$ cat src/design/pdor_pkg.sv
// Package with register map, field layout and reset values of the port register block
package pdor_pkg;

    // ------------------------------------------------------------------
    // Register indices; the byte address is four times the index
    // ------------------------------------------------------------------
    localparam int PDOR_ADDR_W = 8;
    localparam logic [PDOR_ADDR_W-1:0] PDOR_IDX_P4_OUT = 8'h00;
    localparam logic [PDOR_ADDR_W-1:0] PDOR_IDX_REV = 8'h13;
    localparam logic [PDOR_ADDR_W-1:0] PDOR_IDX_P3_DIR = 8'h01;
    localparam logic [PDOR_ADDR_W-1:0] PDOR_IDX_P4_DIR = 8'h02;
    localparam logic [PDOR_ADDR_W-1:0] PDOR_IDX_P3_OUT = 8'h03;
    localparam logic [PDOR_ADDR_W-1:0] PDOR_ADDR_P4_OUT = PDOR_IDX_P4_OUT << 2;
    localparam logic [PDOR_ADDR_W-1:0] PDOR_ADDR_REV = PDOR_IDX_REV << 2;
    localparam logic [PDOR_ADDR_W-1:0] PDOR_ADDR_P3_DIR = PDOR_IDX_P3_DIR << 2;
    localparam logic [PDOR_ADDR_W-1:0] PDOR_ADDR_P4_DIR = PDOR_IDX_P4_DIR << 2;
    localparam logic [PDOR_ADDR_W-1:0] PDOR_ADDR_P3_OUT = PDOR_IDX_P3_OUT << 2;

    // ------------------------------------------------------------------
    // Field layout and reset values
    // ------------------------------------------------------------------
    localparam int PDOR_P3_PINS = 8;
    localparam int PDOR_P4_PINS = 6;
    localparam int PDOR_REG_W = 8;
    localparam int PDOR_REV_W = 16;
    localparam logic [PDOR_REG_W-1:0] PDOR_DIR_RST = 8'h00;
    localparam logic [PDOR_REG_W-1:0] PDOR_OUT_RST = 8'h00;
    localparam logic [7:0] PDOR_REV_HIGH = 8'h00;
    localparam logic [31:0] PDOR_RDATA_RST = 32'h00000000;

    // Arbitrary neutral revision code
    localparam logic [7:0] PDOR_REV_DEFAULT = 8'h5A;

endpackage : pdor_pkg

$ cat src/design/pdor_pad_ctl.sv
// Per-pin drive, enable and pull-up control for one port
`timescale 1ns/1ps
`default_nettype none

module pdor_pad_ctl #(
    parameter int PINS = 8
) (
    input wire logic pclk,
    input wire logic presetn,
    input wire logic [PINS-1:0] dir_i,
    input wire logic [PINS-1:0] val_i,
    output logic [PINS-1:0] pin_out,
    output logic [PINS-1:0] pin_oe,
    output logic [PINS-1:0] pin_pullup_en
);

    // ------------------------------------------------------------------
    // Pin control, registered so the pads change one cycle after a write
    // ------------------------------------------------------------------
    genvar g;
    generate
        for (g = 0; g < PINS; g = g + 1) begin : g_pin
            always_ff @(posedge pclk or negedge presetn) begin
                if (!presetn) begin
                    pin_out[g] <= 1'b0;
                    pin_oe[g] <= 1'b0;
                    pin_pullup_en[g] <= 1'b0;
                end else begin
                    // Output pins drive the stored value
                    pin_oe[g] <= dir_i[g];
                    // Input pins drive nothing, so the data line is held low
                    pin_out[g] <= dir_i[g] & val_i[g];
                    // Pull-up only on inputs, chosen by the same value bit
                    pin_pullup_en[g] <= ~dir_i[g] & val_i[g];
                end
            end

            a_pin_drive: assert property (@(posedge pclk) disable iff (!presetn)
                dir_i[g] |=> (pin_oe[g] && pin_out[g] == $past(val_i[g]) && !pin_pullup_en[g]))
                else $error("output pin not driving its value");

            a_pin_input: assert property (@(posedge pclk) disable iff (!presetn)
                !dir_i[g] |=> (!pin_oe[g] && !pin_out[g]))
                else $error("input pin still driven");

            a_pin_pullup: assert property (@(posedge pclk) disable iff (!presetn)
                !dir_i[g] |=> (pin_pullup_en[g] == $past(val_i[g])))
                else $error("pull-up does not follow value bit on input pin");
        end
    endgenerate

endmodule : pdor_pad_ctl

`default_nettype wire

$ cat src/design/pdor_regs.sv
// APB register block for port 3 and port 4 direction, output value and revision
//
// Chosen here: the APB register port.
`timescale 1ns/1ps
`default_nettype none

// What this block does
// - A direction bit of 1 makes its pin an output driven with the matching output value bit.
// - A direction bit of 0 makes its pin an input that the block does not drive.
// - On an input pin an output value bit of 1 enables the weak pull-up and 0 leaves it floating.
// - Port 3 direction has eight bits, each steering only its own pin.
// - The revision register is 16 bits read-only, revision in the low byte, zero above.
// - The revision value is a fixed constant, not something software can program.
// - The port 4 output register is cleared to zero by every kind of reset.
// - Port 4 output bits 5 to 0 are written by software and read back exactly as stored.
// - Changing port 4 direction leaves the port 4 output register untouched.
// - Port 4 output bits 7 and 6 are reserved and always read zero.
// - Each port 4 output bit is the driven level on outputs and the pull-up choice on inputs.
// - Direction registers clear on every reset except power-fail, which leaves them alone.
module pdor_regs #(
    parameter logic [7:0] SILICON_REV = pdor_pkg::PDOR_REV_DEFAULT
) (
    input wire logic pclk,
    input wire logic presetn,
    input wire logic pwr_fail_rst,
    input wire logic psel,
    input wire logic penable,
    input wire logic pwrite,
    input wire logic [pdor_pkg::PDOR_ADDR_W-1:0] paddr,
    input wire logic [31:0] pwdata,
    input wire logic [3:0] pstrb,
    output logic [31:0] prdata,
    output logic pready,
    output logic pslverr,
    output logic [pdor_pkg::PDOR_P3_PINS-1:0] p3_pin_out,
    output logic [pdor_pkg::PDOR_P3_PINS-1:0] p3_pin_oe,
    output logic [pdor_pkg::PDOR_P3_PINS-1:0] p3_pullup_en,
    output logic [pdor_pkg::PDOR_P4_PINS-1:0] p4_pin_out,
    output logic [pdor_pkg::PDOR_P4_PINS-1:0] p4_pin_oe,
    output logic [pdor_pkg::PDOR_P4_PINS-1:0] p4_pullup_en
);
    import pdor_pkg::*;

    // ------------------------------------------------------------------
    // Register state
    // ------------------------------------------------------------------
    logic [PDOR_REG_W-1:0] port3_direction_r;
    logic [PDOR_REG_W-1:0] port4_direction_r;
    logic [PDOR_REG_W-1:0] port3_output_value_r;
    logic [PDOR_REG_W-1:0] port4_output_value_r;
    logic [PDOR_REV_W-1:0] silicon_revision;
    logic [31:0] rdata_nxt;
    logic sel_p4_out;
    logic sel_p3_out;
    logic sel_p3_dir;
    logic sel_p4_dir;
    logic sel_rev;
    logic mapped;
    logic wr_access;
    logic rd_setup;
    logic lane0_wr;

    // ------------------------------------------------------------------
    // Address decode
    // ------------------------------------------------------------------
    // Revision is a wired constant; no flip-flop, so nothing can alter it
    assign silicon_revision = {PDOR_REV_HIGH, SILICON_REV};

    always_comb begin
        sel_p4_out = 1'b0;
        sel_p3_out = 1'b0;
        sel_p3_dir = 1'b0;
        sel_p4_dir = 1'b0;
        sel_rev = 1'b0;
        if (paddr == PDOR_ADDR_P4_OUT) begin
            sel_p4_out = 1'b1;
        end else if (paddr == PDOR_ADDR_P3_OUT) begin
            sel_p3_out = 1'b1;
        end else if (paddr == PDOR_ADDR_P3_DIR) begin
            sel_p3_dir = 1'b1;
        end else if (paddr == PDOR_ADDR_P4_DIR) begin
            sel_p4_dir = 1'b1;
        end else if (paddr == PDOR_ADDR_REV) begin
            sel_rev = 1'b1;
        end
    end

    assign mapped = sel_p4_out | sel_p3_out | sel_p3_dir | sel_p4_dir | sel_rev;
    assign wr_access = psel & penable & pwrite & mapped;
    assign rd_setup = psel & ~penable & ~pwrite;
    // All writable registers are at most one byte wide, so only lane 0 matters
    assign lane0_wr = wr_access & pstrb[0];

    // ------------------------------------------------------------------
    // APB answer
    // ------------------------------------------------------------------
    // Zero wait states: every access completes in its first access cycle
    assign pready = 1'b1;
    assign pslverr = psel & penable & ~mapped;

    always_comb begin
        rdata_nxt = PDOR_RDATA_RST;
        if (sel_p4_out) begin
            rdata_nxt = {24'h000000, port4_output_value_r};
        end else if (sel_p3_out) begin
            rdata_nxt = {24'h000000, port3_output_value_r};
        end else if (sel_p3_dir) begin
            rdata_nxt = {24'h000000, port3_direction_r};
        end else if (sel_p4_dir) begin
            rdata_nxt = {24'h000000, port4_direction_r};
        end else if (sel_rev) begin
            rdata_nxt = {16'h0000, silicon_revision};
        end
    end

    // Read data is captured in the setup cycle so it is stable in the access cycle
    always_ff @(posedge pclk or negedge presetn) begin
        if (!presetn) begin
            prdata <= PDOR_RDATA_RST;
        end else if (rd_setup) begin
            prdata <= rdata_nxt;
        end
    end

    // ------------------------------------------------------------------
    // Direction registers
    // ------------------------------------------------------------------
    // Power-fail reset is deliberately absent here: directions survive it
    always_ff @(posedge pclk or negedge presetn) begin
        if (!presetn) begin
            port3_direction_r <= PDOR_DIR_RST;
        end else if (lane0_wr && sel_p3_dir) begin
            port3_direction_r <= pwdata[PDOR_REG_W-1:0];
        end
    end

    always_ff @(posedge pclk or negedge presetn) begin
        if (!presetn) begin
            port4_direction_r <= PDOR_DIR_RST;
        end else if (lane0_wr && sel_p4_dir) begin
            port4_direction_r <= {2'b00, pwdata[PDOR_P4_PINS-1:0]};
        end
    end

    // ------------------------------------------------------------------
    // Output value registers
    // ------------------------------------------------------------------
    always_ff @(posedge pclk or negedge presetn) begin
        if (!presetn) begin
            port3_output_value_r <= PDOR_OUT_RST;
        end else if (pwr_fail_rst) begin
            port3_output_value_r <= PDOR_OUT_RST;
        end else if (lane0_wr && sel_p3_out) begin
            port3_output_value_r <= pwdata[PDOR_REG_W-1:0];
        end
    end

    // Only a write to this address or a reset touches it; direction writes never do
    always_ff @(posedge pclk or negedge presetn) begin
        if (!presetn) begin
            port4_output_value_r <= PDOR_OUT_RST;
        end else if (pwr_fail_rst) begin
            port4_output_value_r <= PDOR_OUT_RST;
        end else if (lane0_wr && sel_p4_out) begin
            port4_output_value_r <= {2'b00, pwdata[PDOR_P4_PINS-1:0]};
        end
    end

    // ------------------------------------------------------------------
    // Pin control
    // ------------------------------------------------------------------
    pdor_pad_ctl #(
        .PINS(PDOR_P3_PINS)
    ) u_p3_pads (
        .pclk(pclk),
        .presetn(presetn),
        .dir_i(port3_direction_r),
        .val_i(port3_output_value_r),
        .pin_out(p3_pin_out),
        .pin_oe(p3_pin_oe),
        .pin_pullup_en(p3_pullup_en)
    );

    pdor_pad_ctl #(
        .PINS(PDOR_P4_PINS)
    ) u_p4_pads (
        .pclk(pclk),
        .presetn(presetn),
        .dir_i(port4_direction_r[PDOR_P4_PINS-1:0]),
        .val_i(port4_output_value_r[PDOR_P4_PINS-1:0]),
        .pin_out(p4_pin_out),
        .pin_oe(p4_pin_oe),
        .pin_pullup_en(p4_pullup_en)
    );

    // ------------------------------------------------------------------
    // Checks
    // ------------------------------------------------------------------
    a_rev_read_value: assert property (@(posedge pclk) disable iff (!presetn)
        (psel && penable && !pwrite && sel_rev) |-> (prdata == {16'h0000, 8'h00, SILICON_REV}))
        else $error("revision read returned wrong value");

    a_rev_write_ignored: assert property (@(posedge pclk) disable iff (!presetn)
        (psel && penable && pwrite && sel_rev && !pwr_fail_rst) |=>
            ($stable(port3_direction_r) && $stable(port4_direction_r)
             && $stable(port3_output_value_r) && $stable(port4_output_value_r)))
        else $error("write to revision changed some register");

    a_p4_reserved_zero: assert property (@(posedge pclk) disable iff (!presetn)
        port4_output_value_r[7:6] == 2'b00)
        else $error("reserved port 4 bits not zero");

    a_p4_write_store: assert property (@(posedge pclk) disable iff (!presetn)
        (lane0_wr && sel_p4_out && !pwr_fail_rst) |=>
            (port4_output_value_r == {2'b00, $past(pwdata[5:0])}))
        else $error("port 4 output write not stored");

    a_p4_dir_keeps: assert property (@(posedge pclk) disable iff (!presetn)
        (lane0_wr && sel_p4_dir && !pwr_fail_rst) |=> $stable(port4_output_value_r))
        else $error("port 4 direction write disturbed output value");

    a_pfail_keeps_dir: assert property (@(posedge pclk) disable iff (!presetn)
        (pwr_fail_rst && !lane0_wr) |=>
            ($stable(port3_direction_r) && $stable(port4_direction_r)))
        else $error("power-fail reset changed a direction register");

    a_pfail_clears_out: assert property (@(posedge pclk) disable iff (!presetn)
        pwr_fail_rst |=> (port4_output_value_r == 8'h00))
        else $error("port 4 output not cleared by power-fail reset");

    a_p3_dir_bits: assert property (@(posedge pclk) disable iff (!presetn)
        (lane0_wr && sel_p3_dir) |=> (port3_direction_r == $past(pwdata[7:0])))
        else $error("port 3 direction write not stored bit for bit");

    a_p3_pin_timing: assert property (@(posedge pclk) disable iff (!presetn)
        (lane0_wr && sel_p3_dir) ##1 !(lane0_wr && sel_p3_dir) |=>
            (p3_pin_oe == $past(pwdata[7:0], 2)))
        else $error("port 3 enables did not follow write one cycle later");

    a_unmapped_err: assert property (@(posedge pclk) disable iff (!presetn)
        (psel && penable && !mapped) |-> (pslverr && pready))
        else $error("unmapped access not answered with error");

    // ------------------------------------------------------------------
    // Read path checks
    // ------------------------------------------------------------------
    // The copy is taken one edge early, so a power-fail in setup is excluded
    a_p4_read_back: assert property (@(posedge pclk) disable iff (!presetn)
        (psel && penable && !pwrite && sel_p4_out && !$past(pwr_fail_rst)) |->
            (prdata == {24'h000000, port4_output_value_r}))
        else $error("port 4 output read does not match stored value");

    a_p3_dir_read: assert property (@(posedge pclk) disable iff (!presetn)
        (psel && penable && !pwrite && sel_p3_dir) |->
            (prdata == {24'h000000, port3_direction_r}))
        else $error("port 3 direction read does not match stored value");

    a_rd_upper_zero: assert property (@(posedge pclk) disable iff (!presetn)
        (psel && penable && !pwrite) |-> (prdata[31:16] == 16'h0000))
        else $error("read data upper half not zero");

    a_rev_no_error: assert property (@(posedge pclk) disable iff (!presetn)
        (psel && penable && sel_rev) |-> !pslverr)
        else $error("revision access answered with error");

    a_err_only_access: assert property (@(posedge pclk) disable iff (!presetn)
        !(psel && penable) |-> !pslverr)
        else $error("error flag raised outside an access cycle");

    // ------------------------------------------------------------------
    // Refused writes
    // ------------------------------------------------------------------
    // A cleared lane 0 strobe or an unmapped address must leave all state alone
    a_refused_write_keeps: assert property (@(posedge pclk) disable iff (!presetn)
        (psel && penable && pwrite && (!pstrb[0] || !mapped) && !pwr_fail_rst) |=>
            ($stable(port3_direction_r) && $stable(port4_direction_r)
             && $stable(port3_output_value_r) && $stable(port4_output_value_r)))
        else $error("refused write changed a register");

    a_p4_dir_store: assert property (@(posedge pclk) disable iff (!presetn)
        (lane0_wr && sel_p4_dir) |=> (port4_direction_r == {2'b00, $past(pwdata[5:0])}))
        else $error("port 4 direction write not stored");

    a_p3_out_pfail: assert property (@(posedge pclk) disable iff (!presetn)
        pwr_fail_rst |=> (port3_output_value_r == 8'h00))
        else $error("port 3 output not cleared by power-fail reset");

    // ------------------------------------------------------------------
    // Pad timing
    // ------------------------------------------------------------------
    // Pads lag the registers by exactly one edge, on every cycle
    a_p3_pad_follow: assert property (@(posedge pclk) disable iff (!presetn)
        1'b1 |=> (p3_pin_oe == $past(port3_direction_r)
            && p3_pin_out == ($past(port3_direction_r) & $past(port3_output_value_r))
            && p3_pullup_en == (~$past(port3_direction_r) & $past(port3_output_value_r))))
        else $error("port 3 pads do not follow the registers one cycle later");

    a_p4_pad_follow: assert property (@(posedge pclk) disable iff (!presetn)
        1'b1 |=> (p4_pin_oe == $past(port4_direction_r[5:0])
            && p4_pin_out == ($past(port4_direction_r[5:0])
                & $past(port4_output_value_r[5:0]))
            && p4_pullup_en == (~$past(port4_direction_r[5:0])
                & $past(port4_output_value_r[5:0]))))
        else $error("port 4 pads do not follow the registers one cycle later");

endmodule : pdor_regs

`default_nettype wire

$ cat config.mk
export PLATFORM = sky130hd
export DESIGN_NAME = pdor_regs
export DESIGN_NICKNAME = d
export VERILOG_FILES = /design/src/design/pdor_pkg.sv /design/src/design/pdor_pad_ctl.sv /design/src/design/pdor_regs.sv
export SDC_FILE = /design/constraint.sdc
export NUM_CORES = 1
export LEC_CHECK = 0
export BUFFER_PORTS_ARGS = -buffer_cell sky130_fd_sc_hd__buf_2
export CAP_MARGIN = 15
export CORE_ASPECT_RATIO = 1.2
export CORE_MARGIN = 5
export CORE_UTILIZATION = 45
export CTS_CLUSTER_DIAMETER = 200
export DETAILED_ROUTE_END_ITERATION = 7
export PLACE_DENSITY = 0.84
export RECOVER_POWER = 25
export SKIP_CTS_REPAIR_TIMING = 1
export SLEW_MARGIN = 20
export SYNTH_ARGS = -nofsm -noshare
export SYNTH_HDL_FRONTEND = slang
export SYNTH_SLANG_ARGS = --single-unit
$ cat constraint.sdc
create_clock -name pclk -period 2.9 [get_ports pclk]
set_input_delay 0 -clock pclk [delete_from_list [all_inputs] [get_ports pclk]]
set_output_delay 0 -clock pclk [all_outputs]
set_load 0.01 [all_outputs]
=== Yosys cells after proc, flatten, opt, wreduce, memory -nomap -nowiden ===
Index checks and enable logic that the tools add are counted.

* Register bits: 104
* Bits of input ports: 50
* Output and inout bits: 76

* Eq/ne operators: 4
* Muxes and demuxes: 24
* Bitwise logic cells: 56
* Reductions and logical operators: 7

{| class="wikitable"
|+ Operators with widths
! cell !! count
|-
| $mux W8 || 7
|-
| $and A1 B1 Y1 || 35
|-
| $not A1 Y1 || 17
|-
| $eq A8 B4 Y1 const B || 2
|-
| $mux W1 || 15
|-
| $mux W7 || 2
|-
| $eq A8 B3 Y1 const B || 1
|-
| $eq A8 B7 Y1 const B || 1
|-
| $logic_not A8 Y1 || 1
|-
| $logic_and A1 B1 Y1 || 4
|-
| $or A1 B1 Y1 || 4
|-
| $reduce_bool A2 Y1 || 2
|}

=== Logic depth before layout (Yosys ltp) ===
Gate-level depths: netlist (run 1).

* Depth in word-level cells: 12
* Gate-level depth with buffers: 6
* Depth with buffers taken out: 4

=== By module ===
Synthesis (run 1) repeated with hierarchy kept, for this count alone.

* Cell total of the unflattened synthesis: 238
* Area total of the unflattened synthesis: 3135.5 µm²

{| class="wikitable"
|+ Modules (own cells, without submodules)
! module !! times used !! cells each !! area each (µm²)
|-
| pdor_regs || 1 || 168 || 1909.3
|-
| pdor_pad_ctl (u_p3_pads) || 1 || 40 || 700.7
|-
| pdor_pad_ctl (u_p4_pads) || 1 || 30 || 525.5
|}

=== Least setup slack after synthesis (run 1) ===
No wires, ideal clock.

* Path type: input to register
* From: input paddr[6] in the netlist's numbering
* To: register port4_output_value_r[1]
* Arrival time: 1508 ps
* Data required time: 2768 ps
* Slack: 1261 ps
* Stages on the path: 6
* Buffers on the path: 2
* Cells stage by stage: buf_6 > or4_4 > or4b_1 > buf_2 > mux2i_1 > nor2_1

* Word-level cells in the longest chain between the ends: 11
* Elaborated cells between the ends (all ways): 28
* Those cells by class: eq/ne (4); mux (15); bitwise (6); reduce/logical (3)

{| class="wikitable"
|+ Ends and longest elaborated chain
! item !! RTL line !! RTL
|-
| start, declared || pdor_regs.sv:29 || <nowiki>input wire logic [pdor_pkg::PDOR_ADDR_W-1:0] paddr,</nowiki>
|-
| $eq A8 B4 Y1, or another cell as far along || pdor_regs.sv:77 || <nowiki>end else if (paddr == PDOR_ADDR_P3_OUT) begin</nowiki>
|-
| $mux W1 (on tied branches) (2 in series) || - ||
|-
| $or A1 B1 Y1, or another cell as far along (2 in series) || pdor_regs.sv:88 || <nowiki>assign mapped = sel_p4_out | sel_p3_out | sel_p3_dir | sel_p4_dir | sel_rev;</nowiki>
|-
| $or A1 B1 Y1 or $mux W1 (tied branches) || pdor_regs.sv:88, pdor_regs.sv:75 ||
|-
| $or A1 B1 Y1 || pdor_regs.sv:88 ||
|-
| $and A1 B1 Y1 || pdor_regs.sv:89 || <nowiki>assign wr_access = psel & penable & pwrite & mapped;</nowiki>
|-
| $and A1 B1 Y1 || pdor_regs.sv:92 || <nowiki>assign lane0_wr = wr_access & pstrb[0];</nowiki>
|-
| $logic_and A1 B1 Y1 * || pdor_regs.sv:164 || <nowiki>end else if (lane0_wr && sel_p4_out) begin</nowiki>
|-
| $reduce_bool A2 Y1 (no line) * || - ||
|-
| end signal, assigned || pdor_regs.sv:165 || <nowiki>port4_output_value_r <= {2'b00, pwdata[PDOR_P4_PINS-1:0]};</nowiki>
|-
| end, declared || pdor_regs.sv:50 || <nowiki>logic [PDOR_REG_W-1:0] port4_output_value_r;</nowiki>
|}

Mark *: on every way between the ends. The rest lies on a longest branch, timed or not.
A chain may end at the register's enable or synchronous reset.

=== Worst setup path after layout (run 1) ===
* From: input paddr[6] in the netlist's numbering
* To: register port4_direction_r[1]

* Word-level cells in the longest chain between the ends: 10
* Elaborated cells between the ends (all ways): 27
* Those cells by class: eq/ne (4); mux (15); bitwise (6); reduce/logical (2)

{| class="wikitable"
|+ Ends and longest elaborated chain
! item !! RTL line !! RTL
|-
| $eq A8 B4 Y1, or another cell as far along || pdor_regs.sv:77 ||
|-
| $mux W1 (on tied branches) (2 in series) || - ||
|-
| $or A1 B1 Y1, or another cell as far along (2 in series) || pdor_regs.sv:88 ||
|-
| $or A1 B1 Y1 or $mux W1 (tied branches) || pdor_regs.sv:88, pdor_regs.sv:75 ||
|-
| $or A1 B1 Y1 || pdor_regs.sv:88 ||
|-
| $and A1 B1 Y1 || pdor_regs.sv:89 ||
|-
| $and A1 B1 Y1 || pdor_regs.sv:92 ||
|-
| $logic_and A1 B1 Y1 * || pdor_regs.sv:140 || <nowiki>end else if (lane0_wr && sel_p4_dir) begin</nowiki>
|-
| end signal, assigned || pdor_regs.sv:141 || <nowiki>port4_direction_r <= {2'b00, pwdata[PDOR_P4_PINS-1:0]};</nowiki>
|-
| end, declared || pdor_regs.sv:48 || <nowiki>logic [PDOR_REG_W-1:0] port4_direction_r;</nowiki>
|}

Marks and branches as above.

==> flow_summary.json, run 1 <==
{
  "crit_fanout": 10,
  "layout_commonest_cell": "dfrtp_1",
  "synth_cell_type_count": 31,
  "final_cell_mix": "78 x dfrtp_1, 63 x buf_2, 25 x conb_1",
  "firstDrtPassIters": 4,
  "pwr-share-comb": 0.048,
  "yosys.area.top_type": "dfrtp_1",
  "syn_to_final_growth_pct": 21.42,
  "reg2reg_from": "port4_direction_r[2]$_DFFE_PN0P_",
  "clk_pin_slew_ps": 70,
  "async_flop_share": 1.000,
  "drive_above_1_share": 0.3021,
  "r2r_slack_ps": 1710,
  "finalPower_mw": 2.181,
  "critical_path_arrival_ps": 1900,
  "synth_ff_type": "dfrtp_1",
  "clkPwrFrac": 0.451,
  "crit_path_end_kind": "register",
  "crit_path_cell_trace": "buf_2, or4_4, nor2_2, nand4b_2, mux2_2",
  "rr_endpoint": "prdata[2]$_DFFE_PN0P_",
  "dpl-instance-area_sq_um": 3481,
  "grt_pass1_vias": 2042,
  "start_util": 0.4604,
  "grt_antenna_before_repair": 1,
  "port_buffers": 73,
  "hold_class": "in2reg",
  "cts.sinks": 78,
  "fin_crit_sh": 0.5745,
  "clk_latency_ps": 350,
  "crit_family": "simple AND/OR/NAND/NOR gates",
  "ys_ff_latch": 78,
  "status": "finished clean",
  "crit_cells": 5,
  "synth-edff-count": 0,
  "crit_type": "in2reg",
  "timing.fmax_mhz": 600.3,
  "crit_end": "port4_direction_r[1]$_DFFE_PN0P_",
  "drc": 0,
  "yosys_warnings": 0,
  "p_switching_mw": 0.4388,
  "placement_rows": 33,
  "finish.utilization": 0.5590,
  "yosysTopAreaCellShare": 0.6223,
  "pwr_density_cell_nw_per_um2": 572.7,
  "grt_max_degree": 79,
  "hold_viol_final": 0,
  "grt.total_usage": 0.1595,
  "final-max-slew-violation-count": 0,
  "fin_nets": 376,
  "final-setup-viol-count": 0,
  "seqPwrFrac": 0.501,
  "core_sq_um": 6813,
  "gp_congestion": 0.8326,
  "syn_inst": 241,
  "worst_pin_slew_ps": 936.2,
  "worst-path-buf-inv": 1,
  "vias": 2057,
  "drv_cap": 0,
  "fp.dieH_um": 101.5,
  "num_antenna_cells": 0,
  "synth_area_leaders": "dfrtp_1 62%, buf_4 6.0%, mux2_2 5.0%",
  "p_int_mw": 1.742,
  "cts-buffers-inserted": 9,
  "skew_ps": 10.61,
  "overflow": 0,
  "die_w_um": 86.22,
  "p_leak_nw": 2.082,
  "slew_headroom": 0.3759,
  "p_sw_frac": 0.2012,
  "syn_area_sq_um": 3137,
  "grt_setup_unrepaired": "false",
  "io_pins": 126,
  "wl_per_cell_um": 15.37,
  "min_period_ps": 1666,
  "dieArea_sq_um": 8747,
  "cts_htree_levels": 3,
  "grt_pass1_wl_um": 10310,
  "layout_setup_ws_ps": 1234,
  "first_iter_violations": 74,
  "yosysSeqAreaShare": 0.6223,
  "cts_tree": "done",
  "peakVddDrop_mv": 0.4770,
  "pre_cts_ws_ps": 894.8,
  "wl_um": 6426,
  "required_ps": 3140,
  "startpoint": "paddr[6]",
  "cp_slowest_cell": "or4_4",
  "avgSynthCellArea_sq_um": 13.02,
  "ff2ff_path_depth": 3,
  "dp_hpwl_um": 4558,
  "cts_root_buf": "clkbuf_8",
  "ant_nets": 0,
  "setup_tns_ps": 0,
  "clk_path_buf_depth": 2,
  "cp-start-kind": "input pin",
  "via_per_inst": 4.921,
  "fin_area_sq_um": 3809,
  "critPathMaxStageDelay_ps": 560
}
-- power by group through the flow --
stage | clock, mW | combinational (mW) | sequential (mW)
after detailed placement | 0 | 0.0952 | 1.11
final | 0.983 | 0.105 | 1.09
after CTS | 1.01 | 0.0956 | 1.09
after floorplan | 0 | 0.0698 | 1.11
after global placement | 0 | 0.0936 | 1.11
after global routing | 1.06 | 0.118 | 1.09
-- through the flow --
step / hold slack [ps] / instances
after floorplan: -295.6 / 264
after global placement: 190.4 / 393
after detailed placement: 202.2 / 393
after CTS: -184.9 / 409
after global routing: 18.53 / 418
final: 24.75 / 418
-- synth_stat cells, drive strengths merged (4+ instances only) --
cell and n:
dfrtp 78, clkbuf 4, buf 27, and2 16, nor2 21, nand4 4, nor2b 16, mux2 14
mux2i 15, nand2 16
-- worst min-delay path by stage --
| stage | from | endpoint | cells after the start |
|---|---|---|---|
| 2_1_floorplan | presetn | port3_direction_r[0]$_DFFE_PN0P_ | 0 |
| 3_3_place_gp | presetn | u_p3_pads.pin_pullup_en[2]$_DFF_PN0_ | 1 |
| 3_5_place_dp | presetn | u_p4_pads.pin_out[2]$_DFF_PN0_ | 1 |
| 4_1_cts | presetn | u_p4_pads.pin_pullup_en[2]$_DFF_PN0_ | 1 |
| 5_1_grt | pwr_fail_rst | port4_output_value_r[4]$_DFFE_PN0P_ | 2 |
| 6_report | pwr_fail_rst | port3_output_value_r[5]$_DFFE_PN0P_ | 2 |
-- state kept, by name, indices dropped and copies added (netlist names), 8 cells and up --
signal	flops
prdata	8
u_p3_pads.pin_oe	8
port3_direction_r	8
u_p3_pads.pin_out	8
u_p3_pads.pin_pullup_en	8
port3_output_value_r	8
-- per-layer routing --
layer	vias to the layer above	routed length, um	track usage
met5	-	15	0
met4	2	199	0.09113
met3	18	578	0.06103
met2	92	3155	0.2582
met1	1003	2477	0.1808
li1	942	-	-
-- layout make-up --
cell class | instances | area (sq um)
flip-flops and latches | 78 | 1952
clock inverters | 3 | 90.09
repair buffers | 82 | 446.7
multi-input cells | 155 | 1052
well taps | 87 | 108.9
clock buffers | 13 | 158.9
fillers | 599 | 3004
-- cell families after synthesis --
group	Yosys count	share of synthesized area
AND/OR/NAND/NOR	84	0.1536
flip-flops	78	0.6223
multiplexers	32	0.1197
other	2	0.002394
buffers and inverters	31	0.06980
AO/OA/AOI/OAI	14	0.03231
No activity file was read; power rests on OpenSTA's default activity.
==> run 2, diff against run 1 <==
--- a/config.mk
+++ b/config.mk
@@ -5,6 +5,7 @@
 export SDC_FILE = /design/constraint.sdc
 export NUM_CORES = 1
 export LEC_CHECK = 0
+export ABC_AREA = 1
 export BUFFER_PORTS_ARGS = -buffer_cell sky130_fd_sc_hd__buf_2
 export CAP_MARGIN = 15
 export CORE_ASPECT_RATIO = 1.2
@@ -12,7 +13,7 @@
 export CORE_UTILIZATION = 45
 export CTS_CLUSTER_DIAMETER = 200
 export DETAILED_ROUTE_END_ITERATION = 7
-export PLACE_DENSITY = 0.84
+export PLACE_DENSITY = 0.83
 export RECOVER_POWER = 25
 export SKIP_CTS_REPAIR_TIMING = 1
 export SLEW_MARGIN = 20
==> constraint.sdc (replaced) <==
create_clock -name pclk -period 1.7 [get_ports pclk]
set_input_delay 0 -clock pclk [delete_from_list [all_inputs] [get_ports pclk]]
set_output_delay 0 -clock pclk [all_outputs]
set_load 0.01 [all_outputs]
==> run 2 against run 1 <==
Critical path depth increased by 2; largest cell class unchanged; routed wire length up 17%; largest power group unchanged; critical endpoint is now prdata[7]$_DFFE_PN0P_; hold slack better by 24 ps.
==> flow_summary.json, run 2 <==
{
  "status": "finished clean",
  "seqPwrFrac": 0.533,
  "final-setup-viol-count": 0,
  "clk_pin_slew_ps": 80,
  "fin_area_sq_um": 4031,
  "drc": 0,
  "ff2ff_path_depth": 4,
  "via_per_inst": 4.740,
  "async_flop_share": 1.000,
  "port_buffers": 73,
  "synth_area_leaders": "dfrtp_1 58%, nand2_1 11%, inv_1 6.1%",
  "start_util": 0.4626,
  "clk_path_buf_depth": 2,
  "grt_pass1_vias": 2559,
  "pwr_density_cell_nw_per_um2": 878.3,
  "slew_headroom": 0.5698,
  "p_int_mw": 2.742,
  "p_leak_nw": 2.455,
  "cts_tree": "done",
  "required_ps": 1940,
  "firstDrtPassIters": 5,
  "startpoint": "paddr[1]",
  "cts_root_buf": "clkbuf_8",
  "hold_viol_final": 0,
  "fin_crit_sh": 0.6447,
  "setup_tns_ps": 0,
  "syn_to_final_growth_pct": 20.49,
  "core_sq_um": 7232,
  "synth_cell_type_count": 25,
  "pre_cts_ws_ps": 284.7,
  "syn_area_sq_um": 3346,
  "final-max-slew-violation-count": 0,
  "io_pins": 126,
  "critical_path_arrival_ps": 1330,
  "dieArea_sq_um": 9267,
  "hold_class": "in2reg",
  "ys_ff_latch": 78,
  "clk_latency_ps": 350,
  "drv_cap": 0,
  "reg2reg_from": "port3_output_value_r[7]$_DFFE_PN0P_",
  "wl_um": 7531,
  "r2r_slack_ps": 730,
  "dp_hpwl_um": 5673,
  "ant_nets": 0,
  "fin_nets": 514,
  "grt_setup_unrepaired": "false",
  "avgSynthCellArea_sq_um": 8.994,
  "cts_htree_levels": 3,
  "final_cell_mix": "101 x nand2_1, 78 x dfrtp_1, 72 x buf_2",
  "crit_end": "prdata[7]$_DFFE_PN0P_",
  "crit_type": "in2reg",
  "crit_fanout": 4,
  "wl_per_cell_um": 13.50,
  "crit_path_end_kind": "register",
  "cp-start-kind": "input pin",
  "grt_max_degree": 49,
  "yosys_warnings": 0,
  "yosysSeqAreaShare": 0.5834,
  "yosysTopAreaCellShare": 0.5834,
  "worst_pin_slew_ps": 638.6,
  "finalPower_mw": 3.541,
  "first_iter_violations": 134,
  "instances_no_fill": 558,
  "fillers": 641,
  "dp.cells": 534,
  "fp.dieH_um": 104.5,
  "drive_above_1_share": 0.2564,
  "hold_start": "pwr_fail_rst",
  "synth_ff_type": "dfrtp_1",
  "cts.sinks": 78,
  "placement_rows": 34,
  "layout_commonest_cell": "nand2_1",
  "syn_inst": 372,
  "min_period_ps": 1096,
  "clkPwrFrac": 0.398,
  "layout_setup_ws_ps": 604.1,
  "grt_antenna_before_repair": 0,
  "p_sw_frac": 0.2256,
  "yosys.area.top_type": "dfrtp_1",
  "gp_congestion": 0.9198,
  "die_w_um": 88.72,
  "vias": 2645,
  "timing.fmax_mhz": 912.5,
  "skew_ps": 7.990,
  "cts-buffers-inserted": 9,
  "overflow": 0,
  "peakVddDrop_mv": 0.6688,
  "p_switching_mw": 0.7989,
  "yosysMostFrequentCell": "nand2_1",
  "num_antenna_cells": 0,
  "rr_endpoint": "prdata[7]$_DFFE_PN0P_",
  "worstHoldPathCells": 4,
  "synth_common_cells": "101 x nand2_1, 78 x dfrtp_1, 54 x inv_1",
  "pwr-share-comb": 0.069,
  "grt.total_usage": 0.1708,
  "grt_pass1_wl_um": 12090,
  "dpl-instance-area_sq_um": 3734,
  "synth-edff-count": 0
}
run 2: worst max-delay path, stage by stage:
cell and delay (ps):
buf_2 100, nor2_1 160, nand3_1 120, o21ai_0 530
inv_1 220, nand2_1 130, nand2_1 70
run 2: cell type report:
class,instances,area [sq um],area share
Timing Repair Buffer,86,488.0,0.1210
Clock inverter,3,42.54,0.01055
Inverter,58,219.0,0.05431
Tap cell,90,112.6,0.02793
Multi-Input combinational cell,231,1052,0.2610
Clock buffer,12,165.2,0.04097
Sequential cell,78,1952,0.4842
run 2: kinds of logic (layout without fill, tap and decap cells):
group / count (synthesis) / after routing / synth area share
AOI/OAI and AO/OA: 23 / 23 / 0.04413
buffers and inverters: 86 / 159 / 0.1279
DFF: 78 / 78 / 0.5834
other: 2 / 25 / 0.002245
and+or+nand+nor: 183 / 183 / 0.2423
run 2: per-layer routing:
layer  share of wire  routed length (um)  global-route usage
met5               0                   0                   0
met4           0.025                 185             0.06587
met3           0.095                 712             0.05943
met2            0.49                3714              0.2728
met1            0.39                2919              0.2089
run 2: worst min-delay path by stage:
| stage | end | slack (ps) |
|---|---|---|
| 4_1_cts | u_p4_pads.pin_oe[0]$_DFF_PN0_ | -340 |
| 2_1_floorplan | port3_direction_r[0]$_DFFE_PN0P_ | -300 |
| 5_1_grt | port3_output_value_r[7]$_DFFE_PN0P_ | 50 |
| 3_5_place_dp | u_p4_pads.pin_oe[0]$_DFF_PN0_ | 40 |
| 3_3_place_gp | u_p4_pads.pin_out[0]$_DFF_PN0_ | 30 |
| 6_report | port3_output_value_r[7]$_DFFE_PN0P_ | 50 |
run 2: power groups by stage:
stage	sequential (mW)	combinational [mW]	clock, mW
5_1_grt	1.89	0.276	1.52
3_3_place_gp	1.92	0.222	0
4_1_cts	1.89	0.230	1.44
2_1_floorplan	1.93	0.151	0
3_5_place_dp	1.92	0.229	0
6_report	1.89	0.245	1.41
run 2: metrics by stage:
stage | hold WS, ps | util
6_report | 48.29 | 0.5574
5_1_grt | 49.96 | 0.5574
4_1_cts | -342.0 | 0.5450
3_5_place_dp | 38.60 | 0.5163
3_3_place_gp | 28.74 | 0.5163
2_1_floorplan | -295.6 | -
==> run 3, diff against run 2 <==
--- a/config.mk
+++ b/config.mk
@@ -5,7 +5,7 @@
 export SDC_FILE = /design/constraint.sdc
 export NUM_CORES = 1
 export LEC_CHECK = 0
-export ABC_AREA = 1
+export ABC_AREA = 0
 export BUFFER_PORTS_ARGS = -buffer_cell sky130_fd_sc_hd__buf_2
 export CAP_MARGIN = 15
 export CORE_ASPECT_RATIO = 1.2
@@ -13,7 +13,7 @@
 export CORE_UTILIZATION = 45
 export CTS_CLUSTER_DIAMETER = 200
 export DETAILED_ROUTE_END_ITERATION = 7
-export PLACE_DENSITY = 0.83
+export PLACE_DENSITY = 0.84
 export RECOVER_POWER = 25
 export SKIP_CTS_REPAIR_TIMING = 1
 export SLEW_MARGIN = 20
==> constraint.sdc (replaced) <==
create_clock -name pclk -period 1.02 [get_ports pclk]
set_input_delay 0 -clock pclk [delete_from_list [all_inputs] [get_ports pclk]]
set_output_delay 0 -clock pclk [all_outputs]
set_load 0.01 [all_outputs]
==> run 3 against run 2 <==
The run now ends with negative setup slack left; clock power increased by 77%; critical path depth decreased by 1; clock skew about the same; final cell count decreased by 18%; core utilization grew 5.4 points; sequential share of layout area is 1.5 points lower; setup slack worse by 970 ps; critical endpoint is now port3_direction_r[0]$_DFFE_PN0P_; highest routed layer unchanged.
==> flow_summary.json, run 3 (synthesis gave the netlist of run 1 again) <==
{
  "hold_viol_final": 0,
  "grt.total_usage": 0.1726,
  "layout_setup_ws_ps": -362.1,
  "fin_nets": 418,
  "cpMostUsedCell": "buf_6",
  "crit_path_end_kind": "register",
  "cts-buffers-inserted": 9,
  "seqPwrFrac": 0.520,
  "status": "finished, violations left",
  "port_buffers": 73,
  "final-max-slew-violation-count": 0,
  "cts_htree_levels": 3,
  "p_int_mw": 4.686,
  "clk_path_buf_depth": 2,
  "dp_hpwl_um": 5165,
  "fin_crit_sh": 1.355,
  "setup_tns_ps": -8457,
  "drv_cap": 0,
  "grtUsageMet3": 0.06184,
  "p_leak_nw": 2.358,
  "violations": "negative setup slack",
  "grt_max_degree": 79,
  "required_ps": 1250,
  "fillers": 560,
  "clkPwrFrac": 0.416,
  "cts_tree": "done",
  "gp_congestion": 0.8112,
  "critical_path_arrival_ps": 1620,
  "grt.busiest_layer": "met2",
  "p_switching_mw": 1.284,
  "cts_root_buf": "clkbuf_8",
  "via_per_inst": 4.904,
  "drive_above_1_share": 0.4209,
  "clk_latency_ps": 350,
  "core_sq_um": 6813,
  "pre_cts_ws_ps": -764.6,
  "critPathMaxStageDelay_ps": 550,
  "wl_per_cell_um": 15.33,
  "clk_pin_slew_ps": 80,
  "grt_antenna_before_repair": 0,
  "io_pins": 126,
  "drc": 0,
  "pwr-share-comb": 0.063,
  "ant_nets": 0,
  "ff2ff_path_depth": 3,
  "crit_cells": 6,
  "timing.fmax_mhz": 723.5,
  "layout_commonest_cell": "dfrtp_1",
  "met1_usage": 0.1998,
  "final-setup-viol-count": 36,
  "crit_path_cell_trace": "buf_6, or4_4, buf_6, nor2_4, nand4b_4, mux2_4",
  "dpl-instance-area_sq_um": 3797,
  "pwr_density_cell_nw_per_um2": 1434,
  "start_util": 0.4604,
  "worstHoldPathCells": 2,
  "dieArea_sq_um": 8747,
  "fin_area_sq_um": 4164,
  "p_sw_frac": 0.2150,
  "syn_to_final_growth_pct": 32.75,
  "fp.dieH_um": 101.5,
  "vias": 2256,
  "overflow": 0,
  "cts.sinks": 78,
  "slew_headroom": 0.5593,
  "grt_setup_unrepaired": "true",
  "met2_usage": 0.2890,
  "die_w_um": 86.22,
  "hold_class": "in2reg",
  "min_period_ps": 1382,
  "skew_ps": 7.699,
  "finalPower_mw": 5.970,
  "final_cell_mix": "78 x dfrtp_1, 71 x buf_2, 38 x buf_4",
  "cp-start-kind": "input pin",
  "worst_pin_slew_ps": 661.0,
  "wl_um": 7051,
  "peakVddDrop_mv": 0.9206,
  "firstDrtPassIters": 4,
  "num_antenna_cells": 0,
  "crit_type": "in2reg",
  "cp_slowest_cell": "or4_4",
  "placement_rows": 33,
  "worst-path-buf-inv": 2,
  "crit_family": "simple AND/OR/NAND/NOR gates",
  "grt_pass1_vias": 2368,
  "grt_pass1_wl_um": 11440,
  "first_iter_violations": 122,
  "crit_fanout": 8
}
run 3: power by group through the flow:
| stage | combinational (mW) | clock (mW) | sequential (mW) |
|---|---|---|---|
| after floorplan | 0.207 | 0 | 3.17 |
| final | 0.378 | 2.49 | 3.11 |
| after detailed placement | 0.346 | 0 | 3.17 |
| after CTS | 0.347 | 2.56 | 3.10 |
| after global routing | 0.420 | 2.68 | 3.11 |
| after global placement | 0.338 | 0 | 3.17 |
run 3: layer usage:
layer	vias up	wire length, um	part of all wire
li1	1026	-	-
met1	1121	2636	0.37
met2	93	3646	0.52
met3	16	570	0.081
met4	0	198	0.028
met5	-	0	0
run 3: path summary, 6_finish.rpt:
check | startpoint | endpoint | slack (ps)
min | pwr_fail_rst | port4_output_value_r[2]$_DFFE_PN0P_ | 20
min in group asynchronous | presetn | u_p4_pads.pin_pullup_en[2]$_DFF_PN0_ | 340
max reg2reg | port3_output_value_r[0]$_DFFE_PN0P_ | prdata[0]$_DFFE_PN0P_ | -90
max in group asynchronous | presetn | u_p3_pads.pin_oe[7]$_DFF_PN0_ | 240
min reg2reg | port3_direction_r[1]$_DFFE_PN0P_ | u_p3_pads.pin_oe[1]$_DFF_PN0_ | 450
max | paddr[6] | port3_direction_r[0]$_DFFE_PN0P_ | -360
run 3: through the flow:
step | util | hold slack, ps | instances
2_1_floorplan | - | -295.6 | 264
3_3_place_gp | 0.5574 | 46.24 | 431
3_5_place_dp | 0.5574 | 51.90 | 431
4_1_cts | 0.5890 | -332.3 | 447
5_1_grt | 0.6112 | 10.37 | 460
6_report | 0.6112 | 21.38 | 460
run 3: layout make-up:
type,count,area (sq um),area share
flip-flops and latches,78,1952,0.4687
multi-input cells,155,1094,0.2626
repair buffers,124,794.5,0.1908
clock buffers,12,145.1,0.03486
well taps,87,108.9,0.02614
clock inverters,4,70.07,0.01683
